===== config.mk =====
export PLATFORM = sky130hd
export DESIGN_NAME = irbm_modulator
export DESIGN_NICKNAME = d
export VERILOG_FILES = /design/src/irbm_pkg.sv /design/src/irbm_modulator.sv /design/src/irbm_watchdog.sv
export SDC_FILE = /design/constraint.sdc
export NUM_CORES = 1
export LEC_CHECK = 0
export ABC_AREA = 1
export BUFFER_PORTS_ARGS = -buffer_cell sky130_fd_sc_hd__buf_2
export CORE_MARGIN = 2
export CORE_UTILIZATION = 57
export DETAILED_ROUTE_END_ITERATION = 16
export PLACE_DENSITY = 0.79
export SLEW_MARGIN = 20
export SYNTH_ARGS = -nofsm -noshare
export SYNTH_HDL_FRONTEND = slang
export SYNTH_SLANG_ARGS = --single-unit

===== constraint.sdc =====
create_clock -name sys_clk -period 5.5 [get_ports sys_clk]
set_clock_uncertainty 0.1 [all_clocks]
set_input_delay 0.275 -clock sys_clk [delete_from_list [all_inputs] [get_ports sys_clk]]
set_output_delay 0.275 -clock sys_clk [all_outputs]
set_load 0.01 [all_outputs]

===== src/irbm_pkg.sv =====
package irbm_pkg;
  // derivative register addresses
  localparam logic [2:0] ADDR_ON_TIME   = 3'h0;
  localparam logic [2:0] ADDR_OFF_TIME  = 3'h1;
  localparam logic [2:0] ADDR_COUNT_LO  = 3'h2;
  localparam logic [2:0] ADDR_CONTROL   = 3'h3;
  localparam logic [2:0] ADDR_COUNT_HI  = 3'h4;
  // control register fields
  localparam int BIT_CARRIER    = 0;
  localparam int BIT_LONG       = 1;
  localparam int BIT_CONTINUOUS = 2;
  localparam int BIT_CLR_IRQ    = 3;
  localparam int BIT_WD_RELOAD  = 4;
  localparam logic [2:0] CTRL_RESET = 3'h0;
  // timing
  localparam logic [7:0] PHASE_EXTRA    = 8'h2;
  localparam int         WD_DIV         = 30;
  localparam logic [4:0] WD_DIV_LAST    = 5'(WD_DIV - 1);
  localparam int         WD_STAGES      = 17;
  localparam int         CARRIER_DIV    = 4;
  // interrupt vectors
  localparam logic [7:0] VEC_EXTERNAL  = 8'h03;
  localparam logic [7:0] VEC_MODULATOR = 8'h05;
  localparam logic [7:0] VEC_TIMER     = 8'h07;

  typedef struct packed {
    logic       wr;
    logic       rd;
    logic [2:0] addr;
    logic [7:0] wdata;
  } irbm_bus_type;

  typedef enum logic [1:0] {ST_IDLE, ST_ON, ST_OFF} irbm_phase_type;

  typedef struct packed {
    logic [7:0]     on_time;
    logic [7:0]     off_time;
    logic [1:0]     count_hi;
    logic [2:0]     ctrl;
    irbm_phase_type phase;
    logic [9:0]     remaining;
    logic [18:0]    timer;
    logic [1:0]     carrier_cnt;
    logic           pulse_n;
    logic           done_irq;
    logic [7:0]     rdata;
  } irbm_state_type;
endpackage


===== src/irbm_modulator.sv =====
// How it works
// - control register at address 03H, option bits
// - writing pulse count starts burst immediately
// - start: output active, load ON-time, count down
// - timer zero in ON: output off, count-1
// - count nonzero: OFF phase, then repeat ON
// - count reaches zero: raise modulator-done interrupt
// - rewriting only count reuses held timings
// - count write or clear bit clears interrupt
// - vectors 03H external, 05H modulator, 07H timer
// - keypad wake-up raises interrupt ending stop
// - enabled: next instruction, then service routine
// - disabled: resume after stop without vectoring
// - any port 1 sense line low wakes
// - test pin ANDed with all port 1
// - watchdog 17 stages clocked at fosc/30
// - reload bit clears watchdog, not stored
// - watchdog starts zero, +1 per 30 cycles
// - watchdog overflow resets whole chip
// - idle mode: watchdog keeps counting
// - stop mode: watchdog holds its count
// - phases last register value plus two
// - continuous bit ignores count, endless pulses
// - long bit: one pulse (ON+2)*count, off ignored
// - carrier bit modulates ON part at fosc/4
`timescale 1ns/100ps
module irbm_modulator
  import irbm_pkg::*;
(
  // clock and reset
  input  wire logic          sys_clk,
  input  wire logic          rst,
  // derivative register port from the core
  input  wire irbm_bus_type  bus,
  output logic [7:0]         rdata,
  // pins
  input  wire logic [7:0]    sense_pins,
  input  wire logic          test0_irq_pin,
  output logic               pulse_out_n,
  // core status and interrupt sideband
  input  wire logic          stop_mode,
  input  wire logic          ext_irq_enable,
  output logic               modulator_irq,
  output logic               wakeup_irq,
  output logic               test0_level,
  output logic               ext_vector_take,
  output logic [7:0]         vec_external,
  output logic [7:0]         vec_modulator,
  output logic [7:0]         vec_timer,
  output logic               chip_reset
);
  irbm_state_type cur, next_cur;
  logic [7:0] sense_meta, sense_sync;
  logic       test_meta, test_sync;
  logic       wd_fire;
  logic       count_write, ctrl_write;
  logic       timer_zero;
  // exactly as wide as needed: the longest long pulse, 257 * 1023 cycles, takes all 19 bits
  logic [18:0] long_len;

  // pin inputs cross into the clock domain through two flops
  always_ff @(posedge sys_clk or posedge rst) begin
    if (rst) begin
      sense_meta <= 8'hFF;
      sense_sync <= 8'hFF;
      test_meta  <= 1'b1;
      test_sync  <= 1'b1;
    end else begin
      sense_meta <= sense_pins;
      sense_sync <= sense_meta;
      test_meta  <= test0_irq_pin;
      test_sync  <= test_meta;
    end
  end

  // keypad press on any sense line, or test pin low, wakes the core
  assign test0_level     = test_sync & (&sense_sync);
  assign wakeup_irq      = ~test0_level;
  // the core finishes the instruction after stop before vectoring
  assign ext_vector_take = wakeup_irq & ext_irq_enable;
  assign vec_external    = VEC_EXTERNAL;
  assign vec_modulator   = VEC_MODULATOR;
  assign vec_timer       = VEC_TIMER;

  assign ctrl_write  = bus.wr && bus.addr == ADDR_CONTROL;
  // the low byte completes the count, so only that write starts the burst
  assign count_write = bus.wr && bus.addr == ADDR_COUNT_LO;
  assign timer_zero  = cur.timer == 19'h0;
  assign long_len    = 19'(({11'h0, cur.on_time} + {11'h0, PHASE_EXTRA})
                           * {9'h0, bus.wdata[7:0] == 8'h0 && cur.count_hi == 2'h0
                               ? 10'h1 : {cur.count_hi, bus.wdata}});

  irbm_watchdog u_watchdog (
    .sys_clk   (sys_clk),
    .rst       (rst),
    .reload    (ctrl_write && bus.wdata[BIT_WD_RELOAD]),
    .stop_mode (stop_mode),
    .wd_reset  (wd_fire)
  );

  always_comb begin
    next_cur = cur;
    next_cur.carrier_cnt = cur.carrier_cnt + 2'h1;
    if (bus.wr) begin
      unique case (bus.addr)
        ADDR_ON_TIME:  next_cur.on_time  = bus.wdata;
        ADDR_OFF_TIME: next_cur.off_time = bus.wdata;
        ADDR_COUNT_HI: next_cur.count_hi = bus.wdata[1:0];
        ADDR_CONTROL: begin
          next_cur.ctrl = bus.wdata[BIT_CONTINUOUS:BIT_CARRIER];
        end
        default: ;
      endcase
    end
    if (bus.rd) begin
      unique case (bus.addr)
        ADDR_ON_TIME:  next_cur.rdata = cur.on_time;
        ADDR_OFF_TIME: next_cur.rdata = cur.off_time;
        ADDR_COUNT_LO: next_cur.rdata = cur.remaining[7:0];
        ADDR_CONTROL:  next_cur.rdata = {5'h0, cur.ctrl};
        ADDR_COUNT_HI: next_cur.rdata = {6'h0, cur.remaining[9:8]};
        default:       next_cur.rdata = 8'h0;
      endcase
    end
    // cleared ahead of the sequencer so a done event in the same cycle wins
    if (ctrl_write && bus.wdata[BIT_CLR_IRQ]) begin
      next_cur.done_irq = 1'b0;
    end
    // pulse sequencer; a phase lasts value + 2 cycles
    if (!timer_zero) begin
      next_cur.timer = cur.timer - 19'h1;
    end
    unique case (cur.phase)
      ST_IDLE: begin
        next_cur.pulse_n = 1'b1;
      end
      ST_ON: begin
        if (timer_zero) begin
          next_cur.pulse_n   = 1'b1;
          next_cur.remaining = cur.ctrl[BIT_LONG] ? 10'h0 : cur.remaining - 10'h1;
          if (cur.ctrl[BIT_CONTINUOUS] ||
              (!cur.ctrl[BIT_LONG] && cur.remaining != 10'h1)) begin
            next_cur.phase = ST_OFF;
            next_cur.timer = {11'h0, cur.off_time} + {11'h0, PHASE_EXTRA} - 19'h1;
          end else begin
            next_cur.phase    = ST_IDLE;
            next_cur.done_irq = 1'b1;
          end
        end else begin
          // carrier mode chops the ON part at a quarter of the clock
          next_cur.pulse_n = cur.ctrl[BIT_CARRIER] ? cur.carrier_cnt[1] : 1'b0;
        end
      end
      ST_OFF: begin
        if (timer_zero) begin
          next_cur.phase   = ST_ON;
          next_cur.pulse_n = 1'b0;
          next_cur.timer   = {11'h0, cur.on_time} + {11'h0, PHASE_EXTRA} - 19'h1;
        end
      end
      default: next_cur.phase = ST_IDLE;
    endcase
    // a count write restarts with held timings; a done event in that cycle is
    // dropped on purpose since the write itself clears the flag
    if (count_write) begin
      next_cur.done_irq    = 1'b0;
      next_cur.remaining   = {cur.count_hi, bus.wdata};
      next_cur.phase       = ST_ON;
      next_cur.pulse_n     = 1'b0;
      next_cur.carrier_cnt = 2'h1;
      next_cur.timer       = cur.ctrl[BIT_LONG] ? long_len - 19'h1
                           : {11'h0, cur.on_time} + {11'h0, PHASE_EXTRA} - 19'h1;
    end
  end

  always_ff @(posedge sys_clk or posedge rst) begin
    if (rst) begin
      cur         <= '0;
      cur.phase   <= ST_IDLE;
      cur.ctrl    <= CTRL_RESET;
      cur.pulse_n <= 1'b1;
    end else if (wd_fire) begin
      cur         <= '0;
      cur.phase   <= ST_IDLE;
      cur.pulse_n <= 1'b1;
    end else begin
      cur <= next_cur;
    end
  end

  assign pulse_out_n   = cur.pulse_n;
  assign modulator_irq = cur.done_irq;
  assign rdata         = cur.rdata;

  // one-cycle pulse that the chip reset tree widens and applies everywhere
  always_ff @(posedge sys_clk or posedge rst) begin
    if (rst) begin
      chip_reset <= 1'b0;
    end else begin
      chip_reset <= wd_fire;
    end
  end
endmodule // irbm_modulator


===== src/irbm_watchdog.sv =====
`timescale 1ns/100ps
module irbm_watchdog
  import irbm_pkg::*;
(
  // clock and reset
  input  wire logic sys_clk,
  input  wire logic rst,
  // control
  input  wire logic reload,
  input  wire logic stop_mode,
  // result
  output logic      wd_reset
);
  typedef struct packed {
    logic [4:0]           div;
    logic [WD_STAGES-1:0] count;
    logic                 fire;
  } irbm_wd_type;

  irbm_wd_type cur, next_cur;

  always_comb begin
    next_cur      = cur;
    next_cur.fire = 1'b0;
    if (reload) begin
      next_cur.count = '0;
      next_cur.div   = '0;
    end else if (!stop_mode) begin
      if (cur.div == WD_DIV_LAST) begin
        next_cur.div = '0;
        {next_cur.fire, next_cur.count} = {1'b0, cur.count} + 18'h1;
      end else begin
        next_cur.div = cur.div + 5'h1;
      end
    end
  end

  always_ff @(posedge sys_clk or posedge rst) begin
    if (rst) begin
      cur <= '0;
    end else begin
      cur <= next_cur;
    end
  end

  assign wd_reset = cur.fire;
endmodule // irbm_watchdog


Word level (Yosys, flattened, before mapping)
Cells that the tools add are included.
W data, S select, Z words.

cells by class
  $add $sub $neg = 10
  multiply operators = 1
  eq/ne operators = 12
  mux-type cells = 34
  bitwise operators = 3
  reductions and logical operators = 32

operator list
  cell                     number
  $mux W19                 4
  $mux W64                 1
  $pmux W8 S5              1
  $pmux W19 S2             1
  $sub A19 B1 Y19 const B  2
  $mux W35                 1
  $mux W31                 1
  $mux W10                 3
  $mux W8                  3
  $mux W23                 1
  $mux W22                 1
  $mux W21                 1
  $sub A9 B1 Y10 const B   2
  $logic_not A19 Y1        1
  $mul A19 B10 Y19         1
  $add A17 B1 Y18 const B  1
  $add A8 B2 Y9 const B    2
  $mux W18                 1
  $reduce_and A2 Y1        7
  $reduce_bool A2 Y1       7
  $ne A10 B1 Y1 const B    1
  $sub A10 B1 Y10 const B  1
  $logic_not A8 Y1         1
  $mux W1                  8
  27 further kinds         39

storage, ports and cells
  flip-flop bits (word level) = 106
  bits of input ports = 26
  word-level logic and storage cells = 111

Depth between registers and ports, before layout
  depth in word-level cells = 9
  gate-level depth with buffers = 28

Hierarchy
A second synthesis with hierarchy kept.

unflattened totals
  cell total of the unflattened synthesis = 1414
  area, all modules = 10396.2 sq um

modules (own cells, without submodules)
  module          instances  cells an instance  area each (sq um)  seq. area each (sq um)
  irbm_modulator  1          1245               9048.7             2100.8
  irbm_watchdog   1          169                1347.5             575.6

Worst setup path before layout
No wires, ideal clock.

  path type = register to register
  from = register cur[57] in the netlist's numbering
  to = register cur[25] in the netlist's numbering
  library setup time = 0.117 ns
  arrival = 5.206 ns
  required time = 5.283 ns
  setup slack = 0.077 ns
  cell stages (with the launch flop) = 27
  path through = dfrtp_1 ha_1 buf_4 nand3_1 nand2_1 inv_1 clkbuf_1 nand2_1 ha_1 fa_1 inv_1 fa_1 fa_1 inv_1 fa_1 inv_1 ha_1 nand2_1 nand2_1 a21boi_0 nand3_1 nand2_1 nand2_1 xnor2_1 nand2_1 nand2_1 nand2_1

on the way
  cells in the longest elaborated chain, start to end = 6
  elaborated cells between the ends (all ways) = 9

ends and longest elaborated chain
  what                                                line                                                                source
  start, declared                                     irbm_modulator.sv:52                                                irbm_state_type cur, next_cur;
  start signal, assigned                              irbm_modulator.sv:187                                               cur <= next_cur;
  $add A8 B2 Y9 (*)                                   irbm_modulator.sv:89, irbm_modulator.sv:158, irbm_modulator.sv:172
  $mul A19 B10 Y19 or $sub A9 B1 Y10 (tied branches)  irbm_modulator.sv:90, irbm_modulator.sv:158, irbm_modulator.sv:172
  $sub A19 B1 Y19 or $mux W19 (tied branches)         irbm_modulator.sv:171, irbm_modulator.sv:155
  $mux W19 or $pmux W19 S2 (tied branches)            irbm_modulator.sv:171, irbm_modulator.sv:133
  $mux W35 (*)                                        irbm_modulator.sv:165                                               if (count_write) begin
  $mux W64 (*)                                        irbm_modulator.sv:182                                               end else if (wd_fire) begin

Every way passes the cells marked *; elsewhere a longest branch is shown, timed or not.
A chain may end at the register's enable or synchronous reset.

Final worst setup path
  from = register cur[57] in the netlist's numbering
  to = register cur[28] in the netlist's numbering

The elaborated chain is that of the path after synthesis.

==> flow_summary.toml <==
[grt]
grt_usage = 0.289
grt_pass1_wl_um = 42500
grt_overflow = 0
antenna_found_initial = 0
first_global_vias = 8875
grt_max_degree = 70

[clocking]
clock_path_buffers = 2
cts-root-buf = "clkbuf_16"
insertion_delay_ns = 0.37
clkSinkCount = 106
h-tree-depth = 3
cts.clk_slew.worst_paths_ns = 0.07
cts_tree = "done"
cts_buffers = 9

[floorplan]
die_w_um = 137
rows = 48
start_util = 0.584
boundaryPins = 64
die-area_um2 = 18800
die_h_um = 137
core-area_um2 = 17300

[yosys]
synth_area_leaders = "dfrtp_1 (22%), fa_1 (12%), nand2_1 (11%), ha_1 (8.6%), inv_1 (8.5%)"
synth_most_common_cell = "nand2_1"
synthDistinctLibCells = 54
synth_top_area_share = 0.216
synth_commonest_cells = "nand2_1 (302), inv_1 (229), nor2_1 (110)"
synth.avg_cell_area_um2 = 7.44
synth_top_area_cell = "dfrtp_1"
syn-cell-area_um2 = 10100
synthFlopType = "dfrtp_1"
syn_inst = 1358
ys_seq_elements = 106
synthArstFlopShare = 1.00
synth-edff-count = 0
ys.warnings.count = 0
ys_seq_area_frac = 0.265

[route]
m1WireLength_um = 11400
drtIter0Drc = 983
viasPerCell = 5.56
dr_total_vias = 9176
dr.pass1.iters = 5
ant_nets = 0
wire_per_inst_um = 16.0
wirelength_um = 26300
routed.top_layer = "met4"
met3_length_um = 1510
wl_met2_um = 12600
drcViolationCount = 0

[critical_path]
timing.critical_path.mode_cell = "fa_1"
crit_start = "cur[57]"
cp_max_fo = 8
critPathCaptureType = "flip-flop"
rrSetupSlack_ns = 0.20
timing.critical_path.buf_inv = 6
crit_family = "adder cells"
cpMaxStageDelayCell = "fa_1"
worstPathRequired_ns = 5.66
arrival_ns = 5.46
reg2reg_from = "cur[57]"
crit_chain = "ha_4 > nand2_1 > inv_2 > nor2_4 > buf_4 > nand2_1 > fa_1 > inv_1 > fa_1 > fa_1 > fa_1 > inv_1 > fa_1 > inv_1 > ha_4 > inv_1 > o21bai_4 > a21oi_2 > o21a_1 > nand3_1 > nand2_1 > o21ai_2 > nand2_1"
critPathLaunchType = "flip-flop"
critPathMaxStageDelay_ns = 0.55
setup.worst_path.class = "flip-flop to flip-flop"

[place]
placed_cells = 1621
dpl_worst_slack_ns = -0.0924
finalWeightedCongestion = 0.963
dpl.hpwl_um = 20400
io_buffers = 39

[timing]
tightest_slew_ns = 0.920
fmax_mhz = 189
period_minus_slack_ns = 5.30
min_period_over_period = 0.964
slew_viol_final = 0
rsz0062_at_grt = "yes"
maxSlewHeadroom = 0.383
setup_viol = 0
report.final.hold_viol_count = 0
setup_slack_ns = 0.198

[layout]
fin_cells = 1649
layout-drive-gt1-share = 0.142
n_antenna_cell = 0
area.growth.synth_to_final_pct = 10.7
nNetsFinal = 1574
nFillCells = 1509

[flow_run]
max_cap_violations = 0

[min_path]
hold_class = "primary input to flip-flop"
hp-start = "stop_mode"

[outcome]
status = "complete, no violations"
## state kept, by name (all words and copies together), names as in the netlist
signal               cells
chip_reset               1
cur                     54
modulator_irq            1
pulse_out_n              1
rdata                    8
sense_meta               8
sense_sync               8
test_meta                1
test_sync                1
u_watchdog.cur          22
u_watchdog.wd_reset      1
## worst paths after layout
path                       depth (start not counted)            endpoint
setup / recovery                                  23             cur[28]
min in group asynchronous                          3             cur[13]
hold / removal                                     4  u_watchdog.cur[17]
setup reg to reg                                  23             cur[28]
hold reg to reg                                    0       sense_sync[1]
max in group asynchronous                          4             cur[59]
## area by class of cell
class                   count  area, um^2  area share
repair buffers             93         633      0.0566
well taps                 225         282      0.0252
inverters                 241         910      0.0814
clock buffers               9         225      0.0201
flip-flops and latches    106        2680       0.240
clock inverters             7        50.0     0.00448
multi-input cells         968        6400       0.573
## logic make-up after synthesis
group,count (synthesis),synth area share
AO/OA/AOI/OAI,196,0.109
XOR/XNOR,40,0.0354
adder cells (fa/ha/maj),129,0.204
buffers and inverters,306,0.128
flip-flops,106,0.265
multiplexers,2,0.00223
other,2,0.000744
AND/OR/NAND/NOR,577,0.255
## worst register-to-register path, delay by kind of cell (launching register included)
kind / cells / cell delay, ns
adders and majority gates: 7 / 3.07
AOI/OAI and AO/OA: 4 / 0.63
and+or+nand+nor: 6 / 0.54
buffers and inverters: 6 / 0.42
DFF: 1 / 0.42
## cells in the final DEF, fill, tap and decap left out, types with 4 or more instances in the layout
master / Yosys / final
nor2_2: 6 / 8
inv_2: 10 / 10
o21ai_1: 10 / 12
nor2_1: 110 / 106
o22ai_1: 28 / 28
clkbuf_16: 0 / 9
inv_1: 229 / 228
o211ai_1: 11 / 11
o21ai_0: 77 / 73
nand3_2: 2 / 4
dfrtp_1: 87 / 86
a21oi_2: 1 / 9
conb_1: 2 / 24
nand2_4: 7 / 8
nand2_2: 5 / 12
dfstp_2: 19 / 19
nor2_4: 5 / 7
ha_4: 0 / 5
fa_1: 60 / 60
xnor2_1: 12 / 12
xor2_1: 27 / 27
nor4_1: 4 / 4
nand4_1: 20 / 20
inv_4: 1 / 4
nand3_1: 92 / 89
nand2_1: 302 / 294
o21ai_2: 2 / 4
a21oi_1: 51 / 42
dlygate4sd3_1: 0 / 10
ha_1: 69 / 64
buf_4: 35 / 42
nor3_1: 13 / 13
buf_2: 5 / 39
## per-stage QoR
step / utilization / setup TNS, ns / hold WS [ns] / instance area (um^2)
finish: 0.646 / 0 / 0.166 / 11200
CTS: 0.634 / 0 / 0.158 / 11000
detailed placement: 0.612 / -0.189 / 0.219 / 10600
global placement: 0.612 / 0 / 0.222 / 10600
floorplan: - / 0 / 0.179 / 10200
global route: 0.646 / -0.241 / 0.201 / 11200
## layer usage
layer  GRT usage  up-vias
met5           0        -
met4       0.104        0
met3      0.0415       64
met2       0.483      355
met1       0.382     4366
li1            -     4391
## timing repair
action	in CTS	in global routing
pin swaps	0	18
hold buffers	10	0
gates resized for setup	2	46
buffers inserted	0	2
setup endpoints to repair	5	12
gates cloned	0	0
hold endpoints to repair	28	0
Power is left out: the tool's default activity adds up to more than one toggle a clock period on the data nets, which glitch-free logic cannot reach.
